## src/ast_pkg.sv

```systemverilog
package ast_pkg;
   // Register byte addresses
   localparam logic [4:0] ADDR_CTL1   = 5'h00;
   localparam logic [4:0] ADDR_CTL2   = 5'h04;
   localparam logic [4:0] ADDR_CTL3   = 5'h08;
   localparam logic [4:0] ADDR_STAT1  = 5'h0C;
   localparam logic [4:0] ADDR_STAT2  = 5'h10;
   localparam logic [4:0] ADDR_DATA   = 5'h14;
   localparam logic [4:0] ADDR_BAUD   = 5'h18;
   localparam logic [4:0] ADDR_SYSCFG = 5'h1C;
   // control_reg_one
   localparam int C1_SER_EN  = 0;
   localparam int C1_LEN9    = 1;
   localparam int C1_INV     = 2;
   // control_reg_two
   localparam int C2_TE      = 0;
   localparam int C2_RE      = 1;
   localparam int C2_SBK     = 2;
   localparam int C2_TIE     = 3;
   localparam int C2_TX_DONE_IRQ_EN    = 4;
   localparam int C2_RIE     = 5;
   // control_reg_three
   localparam int C3_T8      = 0;
   localparam int C3_R8      = 1;
   // status_reg_one
   localparam int S1_TEMPTY  = 0;
   localparam int S1_TDONE   = 1;
   localparam int S1_RFULL   = 2;
   localparam int S1_NOISE   = 3;
   localparam int S1_FRAME   = 4;
   localparam int S1_OVR     = 5;
   // status_reg_two
   localparam int S2_BRK     = 0;
   localparam int S2_RBUSY   = 1;
   // baud_rate_reg: divisor in [7:0], long break select
   localparam int BR_LONG    = 8;
   // system_config_reg_two
   localparam int SC_SRC     = 0;
   // Reset values
   localparam logic [7:0] BAUD_RST = 8'h00;
   localparam logic       SRC_RST  = 1'h0;
   // Timing: bus clock is a quarter of the crystal-derived clock
   localparam logic [1:0] BUS_PRE_MAX = 2'h3;
   localparam logic [3:0] RT_LAST     = 4'hF;
   localparam logic [3:0] BASE_BITS   = 4'hA;
   localparam logic [3:0] DATA_BITS   = 4'h8;

   typedef struct packed {
      logic [7:0] data;
      logic       ninth;
      logic       frame;
      logic       noise;
      logic       brk;
   } ast_rx_s;
endpackage : ast_pkg

```

## src/ast_top.sv

```systemverilog
`timescale 1ns/1ps
// Functional notes
// Eight or nine data bits, ninth from tx_ninth_bit
// Software enables, reads status, writes data
// Idle preamble precedes first transmitted character
// Low start bit first, high stop last
// tx_empty on handoff; irq with enable
// Line idles high when nothing shifts
// Clearing serial_enable releases both pins
// send_break loads zero break, length by selects
// Breaks repeat; then at least one high
// Short break: ten or eleven zeros
// Long break: eleven or twelve zeros
// Break sets frame, full, break; clears data
// Idle character all ones, length by selection
// tx_enable clear finishes current character first
// tx_enable toggle queues one idle character
// tx_invert inverts every transmitted level
// tx_done when all empty; irq with enable
// rx_ninth_bit holds bit 8 or bit 7
// Baud source: bus clock or crystal clock
// Independent tx and rx, shared baud generator
// Receiver samples at sixteen times baud
// Received word to data reg, rx_full, irq
// Missing stop high sets frame_error_flag
// Least significant bit first, ninth before stop
// Reset clears flags, releases transmit pin
module ast_top import ast_pkg::*; (
   // Clock and reset
   input  wire logic        clk,
   input  wire logic        reset_n,
   // Avalon-MM slave
   input  wire logic [4:0]  avs_address,
   input  wire logic        avs_read,
   input  wire logic        avs_write,
   input  wire logic [31:0] avs_writedata,
   output logic      [31:0] avs_readdata,
   output logic             avs_waitrequest,
   // Serial pins
   input  wire logic        rxd_i,
   output logic             txd_o,
   output logic             txd_oe,
   // Interrupt requests
   output logic             tx_irq,
   output logic             rx_irq
);
   typedef enum logic [2:0] {TX_IDLE, TX_CHAR, TX_IDLECH, TX_BREAK, TX_TAIL} ast_tx_e;

   logic        ack_r, w_go, r_go;
   logic        ser_en_r, len9_r, inv_r;
   logic        te_r, re_r, sbk_r, tie_r, tx_done_irq_en_r, rie_r;
   logic        t8_r, r8_r, lb_r, src_r;
   logic [7:0]  baud_r, tdr_r, rdr_r;
   logic        tx_empty_r, rx_full_r, fe_r, nf_r, ovr_r, bkf_r;
   logic        arm_tx_r, arm_rx_r, te_prev_r, idle_q_r;
   logic [2:0]  sync_r;
   logic        rx_f_r;
   logic [1:0]  pre_r;
   logic [7:0]  div_r;
   logic [3:0]  rt16_r;
   logic        src_tick, rt_tick, bit_tick;
   ast_tx_e     st_r, nxt_st;
   logic [11:0] sh_r, nxt_sh;
   logic [3:0]  bits_r, nxt_bits;
   logic        pick, tx_done, rx_done, rx_busy;
   logic [31:0] rd_val;
   ast_rx_s     rx_res;

   // One wait state per access; read data settle before release
   assign avs_waitrequest = (avs_read | avs_write) & ~ack_r;
   assign w_go = avs_write & ack_r;
   assign r_go = avs_read & ack_r;

   always_ff @(posedge clk) begin
      if (!reset_n) begin
         ack_r        <= 1'b0;
         avs_readdata <= 32'h0000_0000;
      end else begin
         ack_r <= (avs_read | avs_write) & ~ack_r;
         if (avs_read & ~ack_r) begin
            avs_readdata <= rd_val;
         end
      end
   end

   always_comb begin
      rd_val = 32'h0000_0000;
      unique case (avs_address)
         ADDR_CTL1: begin
            rd_val[C1_SER_EN] = ser_en_r;
            rd_val[C1_LEN9]   = len9_r;
            rd_val[C1_INV]    = inv_r;
         end
         ADDR_CTL2: begin
            rd_val[C2_TE]   = te_r;
            rd_val[C2_RE]   = re_r;
            rd_val[C2_SBK]  = sbk_r;
            rd_val[C2_TIE]  = tie_r;
            rd_val[C2_TX_DONE_IRQ_EN] = tx_done_irq_en_r;
            rd_val[C2_RIE]  = rie_r;
         end
         ADDR_CTL3: begin
            rd_val[C3_T8] = t8_r;
            rd_val[C3_R8] = r8_r;
         end
         ADDR_STAT1: begin
            rd_val[S1_TEMPTY] = tx_empty_r;
            rd_val[S1_TDONE]  = tx_done;
            rd_val[S1_RFULL]  = rx_full_r;
            rd_val[S1_NOISE]  = nf_r;
            rd_val[S1_FRAME]  = fe_r;
            rd_val[S1_OVR]    = ovr_r;
         end
         ADDR_STAT2: begin
            rd_val[S2_BRK]   = bkf_r;
            rd_val[S2_RBUSY] = rx_busy;
         end
         ADDR_DATA:   rd_val[7:0] = rdr_r;
         ADDR_BAUD:   rd_val[BR_LONG:0] = {lb_r, baud_r};
         ADDR_SYSCFG: rd_val[SC_SRC] = src_r;
         default:     rd_val = 32'h0000_0000;
      endcase
   end

   // Control registers
   always_ff @(posedge clk) begin
      if (!reset_n) begin
         {ser_en_r, len9_r, inv_r}          <= 3'h0;
         {te_r, re_r, sbk_r}                <= 3'h0;
         {tie_r, tx_done_irq_en_r, rie_r, t8_r, lb_r} <= 5'h00;
         baud_r <= BAUD_RST;
         src_r  <= SRC_RST;
      end else if (w_go) begin
         unique case (avs_address)
            ADDR_CTL1: begin
               ser_en_r <= avs_writedata[C1_SER_EN];
               len9_r   <= avs_writedata[C1_LEN9];
               inv_r    <= avs_writedata[C1_INV];
            end
            ADDR_CTL2: begin
               te_r   <= avs_writedata[C2_TE];
               re_r   <= avs_writedata[C2_RE];
               sbk_r  <= avs_writedata[C2_SBK];
               tie_r  <= avs_writedata[C2_TIE];
               tx_done_irq_en_r <= avs_writedata[C2_TX_DONE_IRQ_EN];
               rie_r  <= avs_writedata[C2_RIE];
            end
            ADDR_CTL3: t8_r <= avs_writedata[C3_T8];
            ADDR_BAUD: begin
               baud_r <= avs_writedata[7:0];
               lb_r   <= avs_writedata[BR_LONG];
            end
            ADDR_SYSCFG: src_r <= avs_writedata[SC_SRC];
            default: ;
         endcase
      end
   end

   // Shared baud generator; clear source bit means crystal rate
   assign src_tick = src_r ? (pre_r == BUS_PRE_MAX) : 1'b1;
   assign rt_tick  = src_tick && (div_r == baud_r);
   assign bit_tick = rt_tick && (rt16_r == RT_LAST);

   always_ff @(posedge clk) begin
      if (!reset_n || !ser_en_r) begin
         pre_r  <= 2'h0;
         div_r  <= 8'h00;
         rt16_r <= 4'h0;
      end else begin
         pre_r <= pre_r + 2'h1;
         if (src_tick) begin
            div_r <= rt_tick ? 8'h00 : div_r + 8'h01;
         end
         if (rt_tick) begin
            rt16_r <= rt16_r + 4'h1;
         end
      end
   end

   // Next transmit unit; break beats queued idle beats data
   assign pick = ser_en_r && bit_tick && (st_r == TX_IDLE || bits_r == 4'h1);

   always_comb begin
      nxt_st   = TX_IDLE;
      nxt_sh   = 12'hFFF;
      nxt_bits = 4'h1;
      if (te_r && sbk_r) begin
         nxt_st   = TX_BREAK;
         nxt_sh   = 12'h000;
         nxt_bits = BASE_BITS + {3'h0, len9_r} + {3'h0, lb_r};
      end else if (st_r == TX_BREAK) begin
         nxt_st = TX_TAIL;
      end else if (te_r && idle_q_r) begin
         nxt_st   = TX_IDLECH;
         nxt_bits = BASE_BITS + {3'h0, len9_r};
      end else if (te_r && !tx_empty_r) begin
         nxt_st   = TX_CHAR;
         nxt_sh   = {2'h3, len9_r ? t8_r : 1'b1, tdr_r, 1'b0};
         nxt_bits = BASE_BITS + {3'h0, len9_r};
      end
   end

   always_ff @(posedge clk) begin
      if (!reset_n || !ser_en_r) begin
         st_r   <= TX_IDLE;
         sh_r   <= 12'hFFF;
         bits_r <= 4'h0;
      end else if (pick) begin
         st_r   <= nxt_st;
         sh_r   <= nxt_sh;
         bits_r <= nxt_bits;
      end else if (bit_tick && st_r != TX_IDLE) begin
         sh_r   <= {1'b1, sh_r[11:1]};
         bits_r <= bits_r - 4'h1;
      end
   end

   // Preamble and mid-frame re-enable both queue one idle unit
   always_ff @(posedge clk) begin
      if (!reset_n || !ser_en_r) begin
         te_prev_r <= 1'b0;
         idle_q_r  <= 1'b0;
      end else begin
         te_prev_r <= te_r;
         if (te_r && !te_prev_r) begin
            idle_q_r <= 1'b1;
         end else if (pick && nxt_st == TX_IDLECH) begin
            idle_q_r <= 1'b0;
         end
      end
   end

   // Transmit buffer; a write in the handoff cycle keeps the new word
   always_ff @(posedge clk) begin
      if (!reset_n) begin
         tdr_r      <= 8'h00;
         tx_empty_r <= 1'b1;
         arm_tx_r   <= 1'b0;
      end else begin
         if (r_go && avs_address == ADDR_STAT1) begin
            arm_tx_r <= 1'b1;
         end
         if (w_go && avs_address == ADDR_DATA) begin
            tdr_r    <= avs_writedata[7:0];
            arm_tx_r <= 1'b0;
         end
         if (w_go && avs_address == ADDR_DATA && arm_tx_r) begin
            tx_empty_r <= 1'b0;
         end else if (pick && nxt_st == TX_CHAR) begin
            tx_empty_r <= 1'b1;
         end
      end
   end

   assign tx_done = (st_r == TX_IDLE) && tx_empty_r && !idle_q_r && !(te_r && sbk_r);
   assign tx_irq  = (tx_empty_r && tie_r) || (tx_done && tx_done_irq_en_r);

   // Output line, inverted as a whole
   always_ff @(posedge clk) begin
      if (!reset_n) begin
         txd_o <= 1'b1;
      end else begin
         txd_o <= ((st_r == TX_IDLE) ? 1'b1 : sh_r[0]) ^ inv_r;
      end
   end

   assign txd_oe = ser_en_r;

   // Pin synchroniser; change accepted when stages two and three agree
   always_ff @(posedge clk) begin
      if (!reset_n) begin
         sync_r <= 3'h7;
         rx_f_r <= 1'b1;
      end else begin
         sync_r <= {sync_r[1:0], rxd_i};
         if (sync_r[1] == sync_r[2]) begin
            rx_f_r <= sync_r[2];
         end
      end
   end

   ast_rx u_rx (
      .clk      (clk),
      .reset_n  (reset_n),
      .rx_en    (ser_en_r & re_r),
      .rt_tick  (rt_tick),
      .len9     (len9_r),
      .long_brk (lb_r),
      .rx_line  (rx_f_r),
      .done     (rx_done),
      .res      (rx_res),
      .busy     (rx_busy)
   );

   // Receive flags; a new character outranks the clearing read
   always_ff @(posedge clk) begin
      if (!reset_n) begin
         rdr_r    <= 8'h00;
         r8_r     <= 1'b0;
         {rx_full_r, fe_r, nf_r, ovr_r, bkf_r} <= 5'h00;
         arm_rx_r <= 1'b0;
      end else begin
         if (r_go && avs_address == ADDR_STAT1) begin
            arm_rx_r <= 1'b1;
         end
         if (r_go && avs_address == ADDR_DATA && arm_rx_r) begin
            {rx_full_r, fe_r, nf_r, ovr_r} <= 4'h0;
            arm_rx_r <= 1'b0;
         end
         if (w_go && avs_address == ADDR_STAT2 && avs_writedata[S2_BRK]) begin
            bkf_r <= 1'b0;
         end
         if (rx_done && rx_full_r && !(r_go && avs_address == ADDR_DATA && arm_rx_r)) begin
            ovr_r <= 1'b1;
         end else if (rx_done) begin
            rx_full_r <= 1'b1;
            rdr_r     <= rx_res.brk ? 8'h00 : rx_res.data;
            r8_r      <= rx_res.brk ? 1'b0 : rx_res.ninth;
            fe_r      <= rx_res.frame;
            nf_r      <= rx_res.noise;
            bkf_r     <= bkf_r | rx_res.brk;
         end
      end
   end

   assign rx_irq = rx_full_r && rie_r;

   // Checks
   idle_line_a: assert property (@(posedge clk) disable iff (!reset_n)
      (st_r == TX_IDLE && $past(st_r) == TX_IDLE) |=> txd_o == !$past(inv_r))
      else $error("transmit line not idle");
   pin_release_a: assert property (@(posedge clk) disable iff (!reset_n)
      $fell(ser_en_r) |-> !txd_oe ##1 st_r == TX_IDLE && !rx_busy)
      else $error("pins not released");
   empty_handoff_a: assert property (@(posedge clk) disable iff (!reset_n)
      (pick && nxt_st == TX_CHAR && !w_go) |=> tx_empty_r && st_r == TX_CHAR)
      else $error("tx_empty not set on handoff");
   frame_bits_a: assert property (@(posedge clk) disable iff (!reset_n)
      (st_r == TX_CHAR && $changed(bits_r) && bits_r == BASE_BITS + {3'h0, len9_r})
      |-> !sh_r[0] && sh_r[9 + len9_r])
      else $error("bad start or stop bit");
   ninth_tx_a: assert property (@(posedge clk) disable iff (!reset_n)
      (pick && nxt_st == TX_CHAR && len9_r) |=> sh_r[9] == $past(t8_r))
      else $error("ninth bit wrong");
   break_len_a: assert property (@(posedge clk) disable iff (!reset_n)
      (pick && nxt_st == TX_BREAK) |=> sh_r == 12'h000
      && bits_r == BASE_BITS + {3'h0, len9_r} + {3'h0, lb_r})
      else $error("break length wrong");
   break_tail_a: assert property (@(posedge clk) disable iff (!reset_n)
      (pick && st_r == TX_BREAK && !sbk_r) |=> st_r == TX_TAIL && sh_r[0])
      else $error("no high after break");
   reenable_a: assert property (@(posedge clk) disable iff (!reset_n || !ser_en_r)
      $rose(te_r) |=> idle_q_r)
      else $error("idle not queued");
   rx_break_a: assert property (@(posedge clk) disable iff (!reset_n)
      (rx_done && rx_res.brk && !rx_full_r) |=> fe_r && bkf_r && rx_full_r
      && rdr_r == 8'h00 && !r8_r)
      else $error("break flags wrong");
   rx_ninth_a: assert property (@(posedge clk) disable iff (!reset_n)
      (rx_done && !rx_full_r && !len9_r && !rx_res.brk) |=> r8_r == rdr_r[7])
      else $error("rx_ninth_bit copy wrong");
   baud_src_a: assert property (@(posedge clk) disable iff (!reset_n)
      (rt_tick && src_r) |-> pre_r == BUS_PRE_MAX)
      else $error("baud tick off bus rate");
   done_irq_a: assert property (@(posedge clk) disable iff (!reset_n)
      (tx_done && tx_done_irq_en_r) |-> tx_irq)
      else $error("tx_done irq missing");

   char_sent_c: cover property (@(posedge clk) disable iff (!reset_n)
      st_r == TX_CHAR ##1 st_r == TX_IDLE);
   break_rx_c: cover property (@(posedge clk) disable iff (!reset_n)
      rx_done && rx_res.brk);
   rx_char_c: cover property (@(posedge clk) disable iff (!reset_n)
      rx_done && !rx_res.frame);
endmodule : ast_top

```

## src/ast_rx.sv

```systemverilog
`timescale 1ns/1ps
module ast_rx import ast_pkg::*; (
   // Clock and reset
   input  wire logic    clk,
   input  wire logic    reset_n,
   // Control
   input  wire logic    rx_en,
   input  wire logic    rt_tick,
   input  wire logic    len9,
   input  wire logic    long_brk,
   // Filtered line
   input  wire logic    rx_line,
   // Result
   output logic         done,
   output ast_rx_s      res,
   output logic         busy
);
   typedef enum logic [1:0] {RX_IDLE, RX_START, RX_BITS} ast_rx_e;
   ast_rx_e     st_r;
   logic [3:0]  cnt_r;
   logic [3:0]  idx_r;
   logic [1:0]  ones_r;
   logic [1:0]  smp_r;
   logic [11:0] sh_r;
   logic        zero_r;
   logic        noise_r;
   logic [3:0]  rtn;
   logic [2:0]  s3;
   logic        bit_v;
   logic        mixed;
   logic [3:0]  stop_idx;

   assign rtn      = cnt_r + 4'h1;
   assign s3       = {smp_r, rx_line};
   assign bit_v    = (s3[0] & s3[1]) | (s3[0] & s3[2]) | (s3[1] & s3[2]);
   assign mixed    = (s3 != 3'h0) && (s3 != 3'h7);
   assign stop_idx = DATA_BITS + {3'h0, len9};
   assign busy     = (st_r != RX_IDLE);

   always_ff @(posedge clk) begin
      if (!reset_n || !rx_en) begin
         st_r    <= RX_IDLE;
         cnt_r   <= 4'h0;
         idx_r   <= 4'h0;
         ones_r  <= 2'h0;
         smp_r   <= 2'h0;
         sh_r    <= 12'h000;
         zero_r  <= 1'b0;
         noise_r <= 1'b0;
         done    <= 1'b0;
         res     <= '0;
      end else begin
         done <= 1'b0;
         if (rt_tick) begin
            cnt_r <= rtn;
            unique case (st_r)
               RX_IDLE: begin
                  // A start needs three ones before the falling edge
                  if (rx_line) begin
                     ones_r <= (ones_r == 2'h3) ? 2'h3 : ones_r + 2'h1;
                  end else begin
                     ones_r <= 2'h0;
                     if (ones_r == 2'h3) begin
                        st_r    <= RX_START;
                        cnt_r   <= 4'h1;
                        idx_r   <= 4'h0;
                        zero_r  <= 1'b1;
                        noise_r <= 1'b0;
                     end
                  end
               end
               RX_START: begin
                  if (rtn == 4'h3 || rtn == 4'h5) begin
                     smp_r <= {smp_r[0], rx_line};
                  end
                  if (rtn == 4'h7) begin
                     noise_r <= mixed;
                     if (bit_v) begin
                        st_r <= RX_IDLE;
                     end
                  end
                  if (rtn == 4'h0) begin
                     st_r <= RX_BITS;
                  end
               end
               RX_BITS: begin
                  if (rtn == 4'h8 || rtn == 4'h9) begin
                     smp_r <= {smp_r[0], rx_line};
                  end
                  if (rtn == 4'hA) begin
                     sh_r[idx_r] <= bit_v;
                     idx_r       <= idx_r + 4'h1;
                     zero_r      <= zero_r & ~bit_v;
                     noise_r     <= noise_r | mixed;
                     // Long break looks one bit past a zero stop position
                     if ((idx_r == stop_idx && (bit_v || !long_brk || !zero_r))
                         || idx_r == stop_idx + 4'h1) begin
                        st_r      <= RX_IDLE;
                        done      <= 1'b1;
                        res.data  <= sh_r[7:0];
                        res.ninth <= len9 ? sh_r[8] : sh_r[7];
                        res.frame <= (idx_r == stop_idx) ? ~bit_v : 1'b1;
                        res.noise <= noise_r | mixed;
                        res.brk   <= zero_r & ~bit_v;
                     end
                  end
               end
            endcase
         end
      end
   end
endmodule : ast_rx

```

## config.mk

```make
export PLATFORM = sky130hd
export DESIGN_NAME = ast_top
export DESIGN_NICKNAME = d
export VERILOG_FILES = /design/src/ast_pkg.sv /design/src/ast_top.sv /design/src/ast_rx.sv
export SDC_FILE = /design/constraint.sdc
export NUM_CORES = 1
export LEC_CHECK = 0
export ABC_AREA = 1
export BUFFER_PORTS_ARGS = -buffer_cell sky130_fd_sc_hd__buf_4
export CORE_MARGIN = 5
export CORE_UTILIZATION = 24
export DETAILED_ROUTE_END_ITERATION = 7
export PLACE_DENSITY_LB_ADDON = 0.08
export SLEW_MARGIN = 5
export SYNTH_ARGS = -nofsm -noshare
export SYNTH_HDL_FRONTEND = slang
export SYNTH_HIERARCHICAL = 1
export SYNTH_SLANG_ARGS = --single-unit
```

## constraint.sdc

```tcl
create_clock -name clk -period 5.5 [get_ports clk]
set_input_delay 0 -clock clk [delete_from_list [all_inputs] [get_ports clk]]
set_output_delay 0 -clock clk [all_outputs]
set_load 0.01 [all_outputs]
```

# Word level (Yosys, flattened, before mapping)
# Index checks and enable logic that the tools add are counted.
word_totals:
  ff_bits: 136
  latchBits: 0
  ram_bits: 0
  mem_bits_ro: 0
  in_bits: 42
  out_inout_bits: 37
  memories: 0
classes:
  add_sub_neg: 11
  mul: 0
  div_mod_pow: 0
  magnitude_cmp: 2
  eq_ne: 36
  shifts: 0
  n_mux: 81
  bitwise_logic: 22
  n_reduce_logical: 77
op_table:
  columns: ["cell", "count"]
  rows:
  - ["4-bit two-way mux", 12]
  - ["12-bit two-way mux", 3]
  - ["1-bit two-way mux", 35]
  - ["10-bit two-way mux", 3]
  - ["1-bit logical AND", 29]
  - ["2-bit two-way mux", 12]
  - ["5-bit == test, second input constant", 4]
  - ["4-bit by 1-bit adder with 4-bit output, second input constant", 4]
  - ["4-bit == test, second input constant", 4]
  - ["8-bit two-way mux", 2]
  - ["2-bit AND reduction", 7]
  - ["2-bit nonzero test", 7]
  - ["12-bit bitwise mux", 1]
  - ["2-bit by 1-bit != test with 1-bit output, second input constant", 6]
  - ["3-bit one-hot mux with 4 select lines", 1]
  - ["5-bit by 4-bit == test with 1-bit output, second input constant", 2]
  - ["1-bit logical NOT", 10]
  - ["5-bit AND reduction", 2]
  - ["1-bit AND", 9]
  - ["1-bit logical OR", 9]
  - ["4-bit by 1-bit adder with 4-bit output, first input constant", 2]
  - ["8-bit by 1-bit adder with 8-bit output, second input constant", 1]
  - ["4-bit by 3-bit == test with 1-bit output, second input constant", 2]
  - ["4-bit == test", 2]
  - ["40 further kinds", 60]

# Depth between registers and ports, before layout
# Gate-level depths: netlist of the first run.
depth:
  depth_word: 10
  depth_mapped: 15
  ltp_nobuf: 14

# Hierarchy
# The synthesis of the first run kept the hierarchy.
by_module_without_submodules:
  columns: ["module", "instances", "cells_each", "area_per_inst_um2", "seq_area_each_um2"]
  rows:
  - ["ast_top", 1, 672, 4675.7, 1901.8]
  - ["ast_rx", 1, 287, 1960.6, 760.7]

# Worst setup path after synthesis of the first run
# No wires, ideal clock.
synth_path:
  path_kind: "flip-flop to flip-flop"
  start: "reg pre_r[0]"
  end: "reg u_rx.sh_r[2]"
  setup_time_ns: 0.113
  t_arrival_ns: 1.858
  slack_ns: 3.529
  path_stages_with_launch: 16
  path_buffers: 1
  period_less_slack_ns: 1.971
  path_cell_list: "dfxtp_1 -> ha_1 -> inv_1 -> nand2_2 -> o21ai_0 -> nor2_1 -> nand2_1 -> nor2_4 -> nand2_1 -> inv_1 -> nand4_1 -> buf_2 -> nor3_1 -> nand2_1 -> nand2_1 -> nor2_1"
synth_via:
  elab_chain_len: 4
synth_rtl:
  columns: ["item", "line_no", "source"]
  rows:
  - ["from (decl)", "ast_top.sv:58", "logic [1:0] pre_r;"]
  - ["from (signal assigned)", "ast_top.sv:170", "pre_r <= pre_r + 2'h1;"]
  - ["2-bit == test", "ast_top.sv:160", "assign src_tick = src_r ? (pre_r == BUS_PRE_MAX) : 1'b1;"]
  - ["1-bit two-way mux", "ast_top.sv:160", null]
  - ["1-bit logical AND", "ast_top.sv:161", "assign rt_tick = src_tick && (div_r == baud_r);"]
  - ["net rt_tick", "ast_top.sv:61", "logic src_tick, rt_tick, bit_tick;"]
  - ["3-bit AND reduction (no line)", null, null]
  - ["to (signal, indexed assignment)", "ast_rx.sv:91", "sh_r[idx_r] <= bit_v;"]
  - ["to (decl)", "ast_rx.sv:24", "logic [11:0] sh_r;"]
# The timed path passes the listed nets, and every way through them passes these cells.
# A chain may end at the register's enable or synchronous reset.

# Worst setup path after layout of the first run
layout_path:
  start: "reg pre_r[0]"
  end: "reg u_rx.sh_r[4]"
# The elaborated chain is that of the path after synthesis.

==> metrics.txt, run 1 <==
Num CTS Buffers=17; antenna violations before repair=0; share of layout cells above drive strength 1=9.99%; Post-synth EDFFs=0; Total Wirelength=19.2 mm; slew margin rel.=about 36%; startpoint types=flip-flop; CP top delay family=simple AND/OR/NAND/NOR gates; critical path data required time=just under 6000 ps; Clk pwr share=54.7%; CP max stage delay=roughly 420 ps; top-count cell post-synth=nand2_1; vias in the first global route=approximately 5,800; Worst Max-Slew Pin Slew=961 ps; Detailed Routing Iterations Pass 1=4; Critical Setup Path Class=reg2reg; Setup-failing EPs final=0; Routed Antenna Nets=0; fmax=378 MHz; synth top area cells=dfxtp_1 40%, nand2_1 13%, nor2_1 6.3%, inv_1 6.3%, a21oi_1 6.0%; Max FO, Critical Path=12; Syn Area/Cell=6.92 um^2; die area=31,100 um^2; Fin. Hold Viols=0; GP Congestion=0.742; Leak=3.09 nW; Sw Share=21.7%; CP max-delay cell=nand4_1; total grt overflow=0; CTS tree=yes; area leader, netlist=dfxtp_1; #FFs+latches synth=between 100 and 150; cell internal pwr=1.81 mW; Synth Area in Compound Gates=13.9%; vias after detailed routing=5,875; boundary pin count=79; final worst-path cycle share=48.1%; post-synthesis sequential area ratio=40.1%; post-DP HPWL=14.1 mm; Synth Area in Adders=around 3.4%; Diodes inserted=0; layout net count=1,059; CTS clk-pin slew, worst paths=60 ps; first-pass GRT wire length=31.0 mm; TNS Setup=0 ps; multiplexer area fraction after synthesis=0.151%; Die Y-Extent=176 um; Storage cell area=2660 um^2; asr flop ratio synth=0%; CP dominant cell by count=nand2_1; Critical path buffers and inverters=2; Clock Sinks=133; Critical Path Sink Type=flip-flop; pwr dens=just under 300 nW/um^2; Root Driver=clkbuf_16; RSZ-0062 raised after global routing=no; Max-Cap Viols=0; htree depth=4; initial cell density of the core=24.5%; fillers=3,071; outcome=finished clean; Mapped Area=6640 um^2; initial drt markers=roughly 320; Tot Pwr=2.32 mW; DRC violations left=0; Most used DFF post-synth=dfxtp_1; CP arrival=approximately 3000 ps; Flop pwr share=42.0%; routed length per placed instance=13.9 um; Post-Syn Instances=about 960; largest family of logic cells by synthesized area=simple AND/OR/NAND/NOR gates; area share of and/or/nand/nor cells after synthesis=about 30%; synthesis-to-layout area growth=19.1%; Max clock buf depth=2; switching pwr=roughly 500 uW; Max Slew Vio Count=0; Yosys top cell area share=40.1%; Unique masters post-synth=45; DR vias/cell=about 4.2; die width=176 um; skew final=11.9 ps; multi-input logic area=3270 um^2; type of the worst min-delay path=in2reg; min Tclk post-route=2650 ps; CP cell instances=ha_1, inv_1, nand2_2, o21ai_0, nor2_1, nand2_1, nor2_4, nand2_1, inv_1, nand4_1, nor3_1, nand2_1, nand2_1, nor2_1; Cell Rows=60; Worst VDD drop=188 uV; Gate power share=3.4%; most instantiated cells after synthesis=222 x nand2_1, 133 x dfxtp_1, 112 x nor2_1, 111 x inv_1; largest net degree at the start of global routing=39; yosys warns=6; Skew-Pair Late Insertion Delay=420 ps; count of input and output buffers=32; Core Region=27,100 um^2; total track usage=12.6%; XOR/XNOR share of the synthesized area=0.773%
[worst reg2reg max path: stages, from the launching register on]
cell     delay, ps
dfxtp_1        330
ha_1           140
inv_1           50
nand2_2        110
o21ai_0        100
nor2_1          90
nand2_1        100
nor2_4         350
nand2_1        160
inv_1           80
nand4_1        420
nor3_1         400
nand2_1         80
nand2_1         70
nor2_1          50
[power groups by stage]
| stage | registers [mW] | clock network, mW | logic (mW) |
|---|---|---|---|
| final | 0.972 | 1.27 | 0.0783 |
| after global routing | 0.972 | 1.34 | 0.0876 |
| after CTS | 0.971 | 1.31 | 0.0796 |
| after detailed placement | 0.993 | 0 | 0.0702 |
| after global placement | 0.993 | 0 | 0.0708 |
| after floorplan | 0.993 | 0 | 0.0476 |
[area by class of cell]
class,count,area share [%]
clock buffers,19,5.60
inverters,123,5.84
flip-flops and latches,133,33.7
clock inverters,12,2.56
multi-input cells,676,41.4
well taps,372,5.89
repair buffers,48,5.03
[cells by family after synthesis]
group | Yosys count
multiplexers | 1
XOR/XNOR | 5
buffers and inverters | 172
AO/OA/AOI/OAI | 177
other | 1
AND/OR/NAND/NOR | 452
flip-flops | 133
adder cells (fa/ha/maj) | 18
[final timing paths]
check / from / to / slack, ps / depth (start not counted)
worst min-delay path: avs_address[3] / src_r$_SDFFE_PN0P_ / 90 / 5
worst max register to register: pre_r[0]$_SDFF_PP0_ / u_rx/sh_r[4]$_SDFFE_PP0P_ / 2850 / 14
worst max-delay path: pre_r[0]$_SDFF_PP0_ / u_rx/sh_r[4]$_SDFFE_PP0P_ / 2850 / 14
worst min register to register: pre_r[0]$_SDFF_PP0_ / pre_r[0]$_SDFF_PP0_ / 420 / 1
[metal layers]
| metal | vias to the layer above | routed length [um] | GRT usage, % |
|---|---|---|---|
| li1 | 3118 | - | - |
| met1 | 2691 | 9250 | 16.2 |
| met2 | 54 | 9410 | 21.8 |
| met3 | 12 | 435 | 2.16 |
| met4 | 0 | 140 | 3.38 |
| met5 | - | 0 | 0 |
[state kept, by name, indices dropped and copies added (netlist names), 2 cells and up]
signal        count
u_rx/res         12
sh_r             12
u_rx/smp_r        2
st_r              3
u_rx/st_r         2
avs_readdata      9
rt16_r            4
u_rx/cnt_r        4
bits_r            4
sync_r            3
rdr_r             8
tdr_r             8
u_rx/sh_r         9
pre_r             2
div_r             8
u_rx/idx_r        4
u_rx/ones_r       2
baud_r            8
[stage by stage]
| step | utilization [%] | area [um^2] | instances | worst slack, ps | hold slack (ps) |
|---|---|---|---|---|---|
| final | 29.2 | 7900 | 1383 | 2850 | 85.7 |
| after CTS | 29.2 | 7900 | 1383 | 2760 | 64.9 |
| after global routing | 29.2 | 7900 | 1383 | 2430 | 111 |
| after global placement | 26.2 | 7110 | 1337 | 2790 | 197 |
| after detailed placement | 26.2 | 7110 | 1337 | 2800 | 195 |
| after floorplan | - | 6720 | 981 | 3530 | 107 |
[what timing repair did]
action | CTS | global route
gates resized for setup | 0 | 0
setup buffers | 0 | 0
endpoints found under the setup margin | 0 | 0
hold buffers | 15 | 0
hold endpoints to repair | 32 | 0
[layout by cell type, fill, tap and decap left out, drive strengths merged]
cell type    instances
nand2              233
dfxtp              133
inv                120
nor2               119
o21ai               84
a21oi               80
nand3               55
buf                 33
conb                23
nor3                20
clkbuf              19
ha                  18
dlygate4sd3         15
nand4               15
clkinv               9
bufinv               5
nor4                 4
nor3b                3
or2                  3
o2111ai              3
o22ai                3
xnor2                3
xor2                 2
o211ai               2
a31oi                2
a211oi               1
a21boi               1
clkinvlp             1
mux2i                1
a22oi                1
No activity file was read; power rests on OpenSTA's default activity.
==> inputs of run 2 (changes only) <==
- clock period: 5.5 -> 2.57 ns (I/O delays scaled with it)
==> run 2 against run 1 <==
Net effect:
- routed wire length increased by 2.8%
- global-route usage increased by 0.50 points
- final cell count increased by 1.0%
- sequential cell count unchanged
- register-to-register slack got worse by 2600 ps
- critical path type unchanged
- largest cell class unchanged
==> metrics.txt, run 2 (synthesis gave the netlist of run 1 again) <==
GR Util met2=21.8% (+0.080 points); Core Region=27,100 um^2 (unchanged); skew final=10.6 ps (-1.29 ps); antenna violations before repair=0 (unchanged); min Tclk post-route=2300 ps (-343 ps); TNS Setup=0 ps (unchanged); Die Y-Extent=176 um (unchanged); Root Driver=clkbuf_16; met1 Track Usage GR=17.1% (+0.95 points); Max FO, Critical Path=8 (-4); largest net degree at the start of global routing=38 (-2.6%); htree depth=4 (unchanged); Critical Path Sink Type=flip-flop; outcome=finished clean; routed length per placed instance=14.2 um (+1.8%); Clock Sinks=133 (unchanged); GP Congestion=0.748 (+0.78%); type of the worst min-delay path=in2reg; fillers=3,004 (-2.2%); Setup-failing EPs final=0 (unchanged); total track usage=13.1% (+0.50 points); Max-Cap Viols=0 (unchanged); Area after DPL=7230 um^2 (+1.7%); Total Wirelength=19.8 mm (+2.8%); DRC violations left=0 (unchanged); DR vias/cell=4.21 (-0.85%); fmax=434 MHz (+15%); Worst Max-Slew Pin Slew=863 ps (-98.3 ps); Routed Antenna Nets=0 (unchanged); Worst VDD drop=330 uV (+75%); Post-CTS Setup Inserts=0 (unchanged); Critical path buffers and inverters=2 (unchanged); Largest regs=sh_r (12), u_rx/res (12); hold path cells=5 (unchanged); CTS Hold Buffers Added=13 (-2); Worst Hold Slack=38.2 ps (-47.5 ps); Tot Pwr=4.54 mW (+96%); boundary pin count=79 (unchanged); Max Slew Vio Count=0 (unchanged); RSZ-0062 raised after global routing=no; Flop pwr share=45.8% (+3.8 points); switching pwr=1.04 mW (+110%); Diodes inserted=0 (unchanged); met3 Use GR=2.66% (+0.49 points); CP top delay family=simple AND/OR/NAND/NOR gates; most frequent cells in the layout=222 x nand2_1, 133 x dfxtp_1, 112 x nor2_1; slew margin rel.=42.4% (+6.6 points); initial drt markers=299 (-5.1%); pwr dens=574 nW/um^2 (+96%); die width=176 um (unchanged); Final Cell Area=7900 um^2 (about the same); die area=31,100 um^2 (unchanged); Worst path depth=12 (-2); Skew-Pair Late Insertion Delay=420 ps (about the same); commonest non-fill, non-tap cell in the layout=nand2_1; CTS tree=yes; critical path data required time=2870 ps (-2940 ps); Max clock buf depth=2 (unchanged); count of input and output buffers=32 (unchanged); Gate power share=3.8% (+0.4 points); Critical Setup Path Class=reg2reg; post-DP HPWL=14.9 mm (+5.4%); synthesis-to-layout area growth=19.0% (about the same); layout net count=1,073 (+1.3%); Leak=3.12 nW (+0.89%); Fin. Hold Viols=0 (unchanged); Num CTS Buffers=17 (unchanged); CP max-delay cell=dfxtp_1; Sw Share=23.0% (+1.3 points); vias after detailed routing=5,884 (+0.15%); vias in the first global route=5,796 (-0.22%); gr busiest metal=met2; Worst R2R Path Depth=12 (-2); Detailed Routing Iterations Pass 1=5 (+1); CP cell instances=ha_1, inv_1, nand2_2, o21ai_0, nor2_1, nand2_1, nor2_4, inv_1, nor2_1, nand3_2, o21ai_0, a21oi_1; CP max stage delay=330 ps (-90 ps); startpoint types=flip-flop; Cell Rows=60 (unchanged); total grt overflow=0 (unchanged); initial cell density of the core=24.5% (unchanged); final worst-path cycle share=89.6% (+42 points); share of layout cells above drive strength 1=11.4% (+1.4 points); cells resized by post-CTS repair=0 (unchanged); CTS clk-pin slew, worst paths=60 ps (about the same); cell internal pwr=3.49 mW (+93%); CP arrival=2600 ps (-360 ps); Clk pwr share=50.4% (-4.3 points); first-pass GRT wire length=31.8 mm (+2.8%)
-- run 2: cell types whose count changed in the layout (fill, tap and decap cells not counted), moves of 2 or more --
cell,change
buf_4,+16
clkinv_2,+6
bufinv_16,-4
clkinv_4,-3
dlygate4sd3_1,-2
-- run 2: routing by layer --
metal	part of all wire [%]	wire, um
met3	3.1	609
met1	48	9400
met2	48	9530
met4	1.2	235
met5	0	0
-- run 2: per-stage QoR --
step / cells / utilization [%] / setup WS (ps)
2_1_floorplan: 981 / - / 599
3_3_place_gp: 1353 / 26.7 / 326
3_5_place_dp: 1353 / 26.7 / 284
4_1_cts: 1397 / 29.2 / 261
5_1_grt: 1397 / 29.2 / 17.7
6_report: 1397 / 29.2 / 267
-- run 2: area by class of cell --
class,count,area [um^2],share of cell area (%)
clock buffers,20,457,5.78
clock inverters,11,85.1,1.08
inverters,123,462,5.84
multi-input cells,676,3270,41.4
flip-flops and latches,133,2660,33.7
well taps,372,465,5.89
repair buffers,62,498,6.30
-- run 2: worst min-delay path: stages --
cell and delay, ps:
buf_4 130, nand2_1 60, nor2_1 80, nor2_1 100, nor2_1 50
-- run 2: power groups by stage --
stage | Clock [mW] | Combinational (mW) | Sequential, mW
2_1_floorplan | 0 | 0.102 | 2.12
3_3_place_gp | 0 | 0.157 | 2.13
3_5_place_dp | 0 | 0.156 | 2.12
4_1_cts | 2.38 | 0.172 | 2.08
5_1_grt | 2.45 | 0.189 | 2.08
6_report | 2.29 | 0.170 | 2.08
-- run 2: worst paths after layout --
check,from,endpoint,slack [ps]
hold / removal,avs_read,arm_rx_r$_SDFFE_PP0P_,40
hold reg to reg,sync_r[0]$_SDFF_PN1_,sync_r[1]$_SDFF_PN1_,420
setup reg to reg,pre_r[0]$_SDFF_PP0_,u_rx/idx_r[2]$_SDFFE_PP0P_,270
setup / recovery,pre_r[0]$_SDFF_PP0_,u_rx/idx_r[2]$_SDFFE_PP0P_,270
